[src/core/nvc_pkg.sv]
// Constants shared by the nonvolatile SRAM store/recall host controller.
package nvc_pkg;
    localparam int ADDR_W = 13;
    localparam int DATA_W = 8;
    localparam int CLK_PERIOD_NS = 100;
    // Nonvolatile and pin timing, in nanoseconds as the device is specified.
    localparam int T_STORE_NS = 10000000;
    localparam int T_RECALL_NS = 20000;
    localparam int T_HSB_ASSERT_NS = 250;
    localparam int T_HSB_INHIBIT_NS = 1000;
    // Waits are least times for the host, so every count rounds up.
    localparam int STORE_CYCLES = (T_STORE_NS + CLK_PERIOD_NS - 1) / CLK_PERIOD_NS;
    localparam int RECALL_CYCLES = (T_RECALL_NS + CLK_PERIOD_NS - 1) / CLK_PERIOD_NS;
    localparam int HSB_ASSERT_CYCLES = (T_HSB_ASSERT_NS + CLK_PERIOD_NS - 1) / CLK_PERIOD_NS;
    localparam int HSB_INHIBIT_CYCLES = (T_HSB_INHIBIT_NS + CLK_PERIOD_NS - 1) / CLK_PERIOD_NS;
    // Six-read unlock sequence; the last entry picks store or recall.
    localparam logic [12:0] SEQ_ADDR_0 = 13'h0000;
    localparam logic [12:0] SEQ_ADDR_1 = 13'h1555;
    localparam logic [12:0] SEQ_ADDR_2 = 13'h0AAA;
    localparam logic [12:0] SEQ_ADDR_3 = 13'h1FFF;
    localparam logic [12:0] SEQ_ADDR_4 = 13'h10F0;
    localparam logic [12:0] SEQ_ADDR_STORE = 13'h0F0F;
    localparam logic [12:0] SEQ_ADDR_RECALL = 13'h0F0E;
    localparam logic [2:0] SEQ_LAST_STEP = 3'h5;
    typedef enum logic [2:0] {
        NVC_OP_READ = 3'h0,
        NVC_OP_WRITE = 3'h1,
        NVC_OP_SW_STORE = 3'h2,
        NVC_OP_SW_RECALL = 3'h3,
        NVC_OP_HW_STORE = 3'h4
    } nvc_op_type;
endpackage

[src/core/nvc_timer_if.sv]
// Load and done handshake between the controller and its wait timer.
`timescale 1ns/1ns
interface nvc_timer_if #(
    parameter int TIMER_W = 17
);
    logic load;
    logic [TIMER_W-1:0] count;
    logic done;
    modport ctrl (output load, output count, input done);
    modport tmr (input load, input count, output done);
endinterface

[src/core/nvc_wait_timer.sv]
// Down counter that times nonvolatile cycles and pin pulses.
`timescale 1ns/1ns
module nvc_wait_timer #(
    parameter int TIMER_W = 17,
    parameter logic [TIMER_W-1:0] INIT_COUNT = '0
) (
    input wire logic clk_in,
    input wire logic rst_n_in,
    nvc_timer_if.tmr tmr_bus
);
    logic [TIMER_W-1:0] cnt_reg;
    logic [TIMER_W-1:0] cnt_next;

    // A counter without bits cannot time anything.
    if (TIMER_W < 1)
    begin : g_bad_width
        $error("nvc_wait_timer: timer width must be at least one bit");
    end

    // A load wins over the running count; the counter rests at zero.
    always_comb
    begin
        cnt_next = cnt_reg;
        if (tmr_bus.load)
            cnt_next = tmr_bus.count;
        else if (cnt_reg != '0)
            cnt_next = cnt_reg - 1'b1;
    end

    // The reset value lets the power-up recall wait start without a load.
    always_ff @(posedge clk_in or negedge rst_n_in)
    begin
        if (!rst_n_in)
            cnt_reg <= INIT_COUNT;
        else
            cnt_reg <= cnt_next;
    end

    assign tmr_bus.done = (cnt_reg == '0);
endmodule // nvc_wait_timer

[src/core/nvc_host_ctrl.sv]
// Host controller driving an 8K x 8 nonvolatile SRAM through its pins.
`timescale 1ns/1ns
module nvc_host_ctrl
    import nvc_pkg::*;
#(
    parameter int TIMER_W = 17,
    parameter int STORE_WAIT = nvc_pkg::STORE_CYCLES,
    parameter int RECALL_WAIT = nvc_pkg::RECALL_CYCLES
) (
    input wire logic clk_in,
    input wire logic rst_n_in,
    input wire logic cmd_valid_in,
    input wire nvc_pkg::nvc_op_type cmd_op_in,
    input wire logic [nvc_pkg::ADDR_W-1:0] cmd_addr_in,
    input wire logic [nvc_pkg::DATA_W-1:0] cmd_wdata_in,
    output logic cmd_ready_out,
    output logic rsp_valid_out,
    output logic [nvc_pkg::DATA_W-1:0] rsp_rdata_out,
    output logic chip_sel_n_out,
    output logic write_n_out,
    output logic out_en_n_out,
    output logic [nvc_pkg::ADDR_W-1:0] address_bus_out,
    input wire logic [nvc_pkg::DATA_W-1:0] data_bus_in,
    output logic [nvc_pkg::DATA_W-1:0] data_bus_out,
    output logic data_bus_oe_out,
    input wire logic store_busy_pin_n_in,
    output logic store_busy_pin_n_out,
    output logic store_busy_pin_n_oe_out
);
    import nvc_pkg::*;

    typedef enum logic [3:0] {
        ST_POWERUP = 4'h0,
        ST_IDLE = 4'h1,
        ST_SETUP = 4'h3,
        ST_STROBE = 4'h2,
        ST_HOLD = 4'h6,
        ST_RELEASE = 4'h7,
        ST_NV_WAIT = 4'h5,
        ST_HSB_DRIVE = 4'h4,
        ST_HSB_SETTLE = 4'hC,
        ST_HSB_WAIT = 4'hD
    } nvc_state_type;

    // Refuse timer widths that cannot hold the longest wait.
    if (STORE_WAIT < 1 || RECALL_WAIT < 1 || STORE_WAIT >= 2 ** TIMER_W
        || RECALL_WAIT >= 2 ** TIMER_W)
    begin : g_bad_timer
        $error("nvc_host_ctrl: wait counts do not fit the timer");
    end

    nvc_state_type state_reg, state_next;
    nvc_op_type op_reg, op_next;
    logic [2:0] step_reg, step_next;
    logic [ADDR_W-1:0] addr_reg, addr_next;
    logic [DATA_W-1:0] dq_reg, dq_next;
    logic dq_oe_reg, dq_oe_next;
    logic ce_n_reg, ce_n_next;
    logic we_n_reg, we_n_next;
    logic oe_n_reg, oe_n_next;
    logic hsb_oe_reg, hsb_oe_next;
    logic ready_reg, ready_next;
    logic rsp_reg, rsp_next;
    logic [DATA_W-1:0] rdata_reg, rdata_next;
    logic seq_op;

    nvc_timer_if #(.TIMER_W(TIMER_W)) tmr_bus ();

    // The timer starts loaded so the power-up recall is waited out.
    nvc_wait_timer #(
        .TIMER_W(TIMER_W),
        .INIT_COUNT(TIMER_W'(RECALL_WAIT))
    ) u_timer (
        .clk_in(clk_in),
        .rst_n_in(rst_n_in),
        .tmr_bus(tmr_bus)
    );

    // Address of a given step of the unlock read sequence.
    function automatic logic [ADDR_W-1:0] seq_addr(input logic [2:0] step,
                                                   input logic recall);
        unique case (step)
            3'h0: seq_addr = SEQ_ADDR_0;
            3'h1: seq_addr = SEQ_ADDR_1;
            3'h2: seq_addr = SEQ_ADDR_2;
            3'h3: seq_addr = SEQ_ADDR_3;
            3'h4: seq_addr = SEQ_ADDR_4;
            default: seq_addr = recall ? SEQ_ADDR_RECALL : SEQ_ADDR_STORE;
        endcase
    endfunction

    assign seq_op = (op_reg == NVC_OP_SW_STORE) || (op_reg == NVC_OP_SW_RECALL);

    // Pin sequencing. Every access is setup, two strobe cycles and a release,
    // so chip select always toggles between steps and clocks in each address.
    always_comb
    begin
        state_next = state_reg;
        op_next = op_reg;
        step_next = step_reg;
        addr_next = addr_reg;
        dq_next = dq_reg;
        dq_oe_next = dq_oe_reg;
        ce_n_next = ce_n_reg;
        we_n_next = we_n_reg;
        oe_n_next = oe_n_reg;
        hsb_oe_next = hsb_oe_reg;
        rsp_next = 1'b0;
        rdata_next = rdata_reg;
        tmr_bus.load = 1'b0;
        tmr_bus.count = '0;
        unique case (state_reg)
            ST_POWERUP:
            begin
                // Hold off until the automatic recall and any busy pin are done.
                if (tmr_bus.done && store_busy_pin_n_in)
                    state_next = ST_IDLE;
            end
            ST_IDLE:
            begin
                if (cmd_valid_in && ready_reg)
                begin
                    op_next = cmd_op_in;
                    step_next = 3'h0;
                    state_next = ST_SETUP;
                    unique case (cmd_op_in)
                        NVC_OP_READ: addr_next = cmd_addr_in;
                        NVC_OP_WRITE:
                        begin
                            // Write strobe falls before chip select, so the
                            // device never drives the bus against us.
                            addr_next = cmd_addr_in;
                            dq_next = cmd_wdata_in;
                            dq_oe_next = 1'b1;
                            we_n_next = 1'b0;
                        end
                        NVC_OP_SW_STORE: addr_next = seq_addr(3'h0, 1'b0);
                        NVC_OP_SW_RECALL: addr_next = seq_addr(3'h0, 1'b1);
                        NVC_OP_HW_STORE:
                        begin
                            hsb_oe_next = 1'b1;
                            tmr_bus.load = 1'b1;
                            tmr_bus.count = TIMER_W'(HSB_ASSERT_CYCLES);
                            state_next = ST_HSB_DRIVE;
                        end
                        default:
                        begin
                            // Unknown operations are answered at once, untouched.
                            rsp_next = 1'b1;
                            state_next = ST_IDLE;
                        end
                    endcase
                end
            end
            ST_SETUP:
            begin
                ce_n_next = 1'b0;
                oe_n_next = (op_reg == NVC_OP_WRITE);
                state_next = ST_STROBE;
            end
            ST_STROBE: state_next = ST_HOLD;
            ST_HOLD:
            begin
                ce_n_next = 1'b1;
                oe_n_next = 1'b1;
                if (op_reg == NVC_OP_READ)
                    rdata_next = data_bus_in;
                rsp_next = !seq_op;
                state_next = ST_RELEASE;
            end
            ST_RELEASE:
            begin
                we_n_next = 1'b1;
                dq_oe_next = 1'b0;
                state_next = ST_IDLE;
                if (seq_op && step_reg != SEQ_LAST_STEP)
                begin
                    // Next step follows with no other access in between.
                    step_next = step_reg + 3'h1;
                    addr_next = seq_addr(step_reg + 3'h1, op_reg == NVC_OP_SW_RECALL);
                    state_next = ST_SETUP;
                end
                else if (seq_op)
                begin
                    // The sixth read started the cycle; stay off the bus.
                    tmr_bus.load = 1'b1;
                    tmr_bus.count = (op_reg == NVC_OP_SW_RECALL) ?
                        TIMER_W'(RECALL_WAIT) : TIMER_W'(STORE_WAIT);
                    state_next = ST_NV_WAIT;
                end
            end
            ST_NV_WAIT:
            begin
                if (tmr_bus.done)
                begin
                    rsp_next = 1'b1;
                    state_next = ST_IDLE;
                end
            end
            ST_HSB_DRIVE:
            begin
                if (tmr_bus.done)
                begin
                    hsb_oe_next = 1'b0;
                    tmr_bus.load = 1'b1;
                    tmr_bus.count = TIMER_W'(HSB_INHIBIT_CYCLES);
                    state_next = ST_HSB_SETTLE;
                end
            end
            ST_HSB_SETTLE:
            begin
                // Give the device time to take the pin low itself.
                if (tmr_bus.done)
                    state_next = ST_HSB_WAIT;
            end
            ST_HSB_WAIT:
            begin
                // The device holds the pin low while it stores or inhibits.
                if (store_busy_pin_n_in)
                begin
                    rsp_next = 1'b1;
                    state_next = ST_IDLE;
                end
            end
            default: state_next = ST_POWERUP;
        endcase
        // Another party holding the pin low also keeps us off the bus.
        ready_next = (state_next == ST_IDLE) && store_busy_pin_n_in;
    end

    // Registers behind every pin so the device sees glitch-free edges.
    always_ff @(posedge clk_in or negedge rst_n_in)
    begin
        if (!rst_n_in)
        begin
            state_reg <= ST_POWERUP;
            op_reg <= NVC_OP_READ;
            step_reg <= 3'h0;
            addr_reg <= '0;
            dq_reg <= '0;
            dq_oe_reg <= 1'b0;
            ce_n_reg <= 1'b1;
            we_n_reg <= 1'b1;
            oe_n_reg <= 1'b1;
            hsb_oe_reg <= 1'b0;
            ready_reg <= 1'b0;
            rsp_reg <= 1'b0;
            rdata_reg <= '0;
        end
        else
        begin
            state_reg <= state_next;
            op_reg <= op_next;
            step_reg <= step_next;
            addr_reg <= addr_next;
            dq_reg <= dq_next;
            dq_oe_reg <= dq_oe_next;
            ce_n_reg <= ce_n_next;
            we_n_reg <= we_n_next;
            oe_n_reg <= oe_n_next;
            hsb_oe_reg <= hsb_oe_next;
            ready_reg <= ready_next;
            rsp_reg <= rsp_next;
            rdata_reg <= rdata_next;
        end
    end

    // Outputs straight from flip-flops or tied low; the pin only ever pulls low.
    assign cmd_ready_out = ready_reg;
    assign rsp_valid_out = rsp_reg;
    assign rsp_rdata_out = rdata_reg;
    assign chip_sel_n_out = ce_n_reg;
    assign write_n_out = we_n_reg;
    assign out_en_n_out = oe_n_reg;
    assign address_bus_out = addr_reg;
    assign data_bus_out = dq_reg;
    assign data_bus_oe_out = dq_oe_reg;
    assign store_busy_pin_n_out = 1'b0;
    assign store_busy_pin_n_oe_out = hsb_oe_reg;
endmodule // nvc_host_ctrl

[config.mk]
export PLATFORM = sky130hd
export DESIGN_NAME = nvc_host_ctrl
export DESIGN_NICKNAME = d
export VERILOG_FILES = /design/src/core/nvc_pkg.sv /design/src/core/nvc_timer_if.sv /design/src/core/nvc_wait_timer.sv /design/src/core/nvc_host_ctrl.sv
export SDC_FILE = /design/constraint.sdc
export NUM_CORES = 1
export LEC_CHECK = 0
export BUFFER_PORTS_ARGS = -buffer_cell sky130_fd_sc_hd__buf_2
export CAP_MARGIN = 20
export CORE_AREA = 10 10 92 94
export CTS_BUF_LIST = sky130_fd_sc_hd__clkbuf_16
export CTS_CLUSTER_DIAMETER = 200
export DETAILED_ROUTE_END_ITERATION = 12
export DIE_AREA = 0 0 102 104
export GPL_ROUTABILITY_DRIVEN = 0
export PLACE_DENSITY = 0.83
export SLEW_MARGIN = 20
export SYNTH_ARGS = -nofsm -noshare
export SYNTH_HDL_FRONTEND = slang
export SYNTH_SLANG_ARGS = --single-unit
[constraint.sdc]
create_clock -name clk_in -period 2.05 [get_ports clk_in]
set_clock_uncertainty 0.15 [all_clocks]
set_input_delay 0.3075 -clock clk_in [delete_from_list [all_inputs] [get_ports clk_in]]
set_output_delay 0.3075 -clock clk_in [all_outputs]
set_load 0.05 [all_outputs]
==> run_results.csv <==
group,metric,value,unit
power_and_ir_drop,p_clk_share,24.1,%
worst_setup_path,critical_path_arrival,2.18,ns
run_status,violations,"setup timing",
timing,rsz0062_at_grt,"true",
floorplan,chipWidth,102,um
timing,slew_headroom,66.8,%
worst_setup_path,end_kind,"register",
timing,worst_pin_slew,0.493,ns
layout,drive_above_1_share,38.1,%
worst_setup_path,crit_family,"simple AND/OR/NAND/NOR gates",
layout,fillers,519,
worst_setup_path,cpMostUsedCell,"or4_4",
grt,grt_use_total,15.7,%
power_and_ir_drop,p_sw,0.00309,W
clock_network,cts_buffers,9,
layout,nets,474,
layout,layout_commonest_cell,"buf_2",
synthesis,synth_seq_cells,63,
drt,vias,2776,
clock_network,htree_levels,3,
clock_network,cts.clk_slew.worst_paths,0.05,ns
run_status,status,"finished, violations left",
power_and_ir_drop,power,0.00710,W
floorplan,core_area,6680,um2
clock_network,tritoncts,"yes",
timing,final.min_clock_period,2.12,ns
layout,seqCellArea,1590,um2
worst_setup_path,crit_chain,"or4_4 > or4_4 > or3_4 > mux2i_1 > nor2_1",
layout,multi_input_area,1520,um2
floorplan,die_h,104,um
grt,antenna_found_initial,0,
worst_setup_path,startpoint,"u_timer.cnt_reg[3]$_DFFE_PN1P_",
power_and_ir_drop,p_int,0.00402,W
placed_design,io_buffer_count,71,
worst_setup_path,reg2reg_depth,5,
worst_setup_path,cp_num_cells,5,
layout,layout_common_cells,"buf_2, dfrtp_1, nor2_1",
drt,dr.pass1.iters,5,
layout,n_antenna_cell,0,
worst_hold_path,min-delay-start,"data_bus_in[4]",
drt,avgViaCountPerCell,5.38,
floorplan,floorplan.initialDensity,46.3,%
worst_setup_path,worstPathRequired,2.11,ns
power_and_ir_drop,irDropWorstVdd,0.00102,V
synthesis,synthesis.nets,366,
drt,dr.first_iter.drc_count,176,
timing,maxSlewViolCount,0,
floorplan,rows,30,
synthesis,synth_edf_count,0,
clock_network,cts.sink_count,63,
worst_hold_path,hold_class,"input pin to register",
worst_setup_path,crit_path_max_fanout,2,
drt,wl_per_cell,16.0,um
drt,routed_wl,8240,um
grt,overflow,0,
synthesis,synth_top_flop_cell,"dfrtp_1",
worst_setup_path,max_stage_delay,0.52,ns
floorplan,fp.dieArea,10600,um2
grt,grt_pass1_wl,13600,um
layout,largest_reg_flops,17,
clock_network,cts_buffer_depth,2,
worst_setup_path,crit_type,"register to register",
power_and_ir_drop,p_per_area,1680,nW/um2
synthesis,synth_area,3090,um2
job,cap_violations,0,
grt,grt_max_degree,64,
timing,finalHoldViolations,0,
worst_setup_path,slowest_stage,"or4_4",
layout,areaGrowthSynthToFinish,36.4,%
layout,utilization,63.2,%
synthesis,synth_async_sr_flop_share,100,%
timing,final-setup-viol-count,3,
timing,layout_setup_ws,-0.0709,ns
worst_setup_path,reg2reg_from,"u_timer.cnt_reg[3]$_DFFE_PN1P_",
clock_network,root_buffer,"clkbuf_16",
grt,grt_pass1_vias,2862,
power_and_ir_drop,power_frac_comb,44.8,%
synthesis,syn_inst,323,
power_and_ir_drop,leakagePower,2.03,nW
floorplan,ios,73,
power_and_ir_drop,seqPwrFrac,31.1,%
synthesis,yosysSeqAreaShare,51.2,%
synthesis,synth_top_area_share,46.1,%
synthesis,ys_top_cells_by_area,"dfrtp_1, mux2_2, dfstp_2, a21oi_1, nor2_1",
worst_setup_path,path_buf_inv,0,
drt,ant_nets,0,
synthesis,synth_cell_type_count,47,
timing,period_share,103,%
synthesis,avgSynthCellArea,9.58,um2
drt,drc_errors,0,
synthesis,synth_largest_area_cell,"dfrtp_1",
power_and_ir_drop,switching_share,43.4,%
worst_setup_path,start_kind,"register",
synthesis,yosys_warnings,0,
timing,max_freq,0.471,GHz
clock_network,clock_latency,0.33,ns
placed_design,dpl.hpwl,5820,um
worst_hold_path,min_path_cells,2,
[timing repair]
item	in CTS	in global routing
setup endpoints to repair	11	24
hold buffers	1	0
gates resized for setup	8	15
setup buffers	0	1
hold endpoints to repair	57	0
pin swaps	1	2
[kinds of logic (layout without fill, tap and decap cells)]
| logic type | count (synthesis) | count (layout) | share of synthesized area, % |
|---|---|---|---|
| muxes | 17 | 17 | 6.15 |
| and+or+nand+nor | 131 | 131 | 20.5 |
| xor gates and xnor gates | 14 | 14 | 3.96 |
| buffers and inverters | 21 | 134 | 2.75 |
| DFF | 63 | 63 | 51.2 |
| AOI/OAI and AO/OA | 69 | 69 | 12.5 |
| other | 1 | 1 | 0.121 |
| adders and majority gates | 7 | 7 | 2.83 |
[cells in the mapped netlist, drive strengths merged (3+ instances only)]
cell / n
nand2: 34
buf: 3
dfstp: 6
dfrtp: 57
nor2: 40
ha: 7
nand3: 19
nor3: 6
xor2: 7
clkbuf: 6
xnor2: 7
mux2: 16
nor4: 5
inv: 12
nand2b: 5
o21ai: 26
a21oi: 30
nand4: 3
[metal layers]
metal  part of all wire (%)  track usage, %  vias to the layer above
li1                       -               -                     1339
met1                     40            17.5                     1335
met2                     52            26.9                       91
met3                    7.0            5.05                       11
met4                    1.3            5.75                        0
met5                      0               0                        -
[final cells by class]
type                            instances  share of cell area (%)
Clock buffer                            9                    5.34
Clock inverter                          7                    2.64
Inverter                               12                    1.07
Multi-Input combinational cell        239                    36.0
Sequential cell                        63                    37.6
Tap cell                               80                    2.37
Timing Repair Buffer                  106                    15.0
[worst reg2reg max path, cell delays in order, from the launching register on]
cell and delay, ns:
dfstp_2 0.36, or4_4 0.52, or4_4 0.43, or3_4 0.34
mux2i_1 0.15, nor2_1 0.05
[final timing paths]
path | end | slack (ns)
worst max register to register | u_timer.cnt_reg[13]$_DFFE_PN0P_ | -0.07
min in group asynchronous | u_timer.cnt_reg[10]$_DFFE_PN0P_ | 0.37
max in group asynchronous | out_en_n_out$_DFFE_PN1P_ | 1.03
worst max-delay path | u_timer.cnt_reg[13]$_DFFE_PN0P_ | -0.07
worst min-delay path | rsp_rdata_out[4]$_DFFE_PN0P_ | 0.06
worst min register to register | write_n_out$_DFFE_PN1P_ | 0.31
[power by group through the flow]
stage               Clock [W]  Combinational (W)  Sequential [W]
detailed placement          0            0.00308         0.00220
finish                0.00171            0.00319         0.00221
global placement            0            0.00299         0.00216
floorplan                   0            0.00112         0.00324
global route          0.00179            0.00344         0.00228
CTS                   0.00173            0.00312         0.00219
[stage by stage]
step	setup WS (ns)	instance area [um2]	setup TNS [ns]	std cells	hold slack, ns
final	-0.0709	4220	-0.101	516	0.0566
after global routing	-0.211	4220	-1.13	516	0.0594
after CTS	-0.0815	4150	-0.0850	515	0.0533
after detailed placement	-0.130	3780	-0.827	498	0.198
after global placement	-0.0824	3780	-0.376	498	0.193
after floorplan	-0.0981	3100	-0.0981	323	-0.138
No activity file was read; power rests on OpenSTA's default activity.
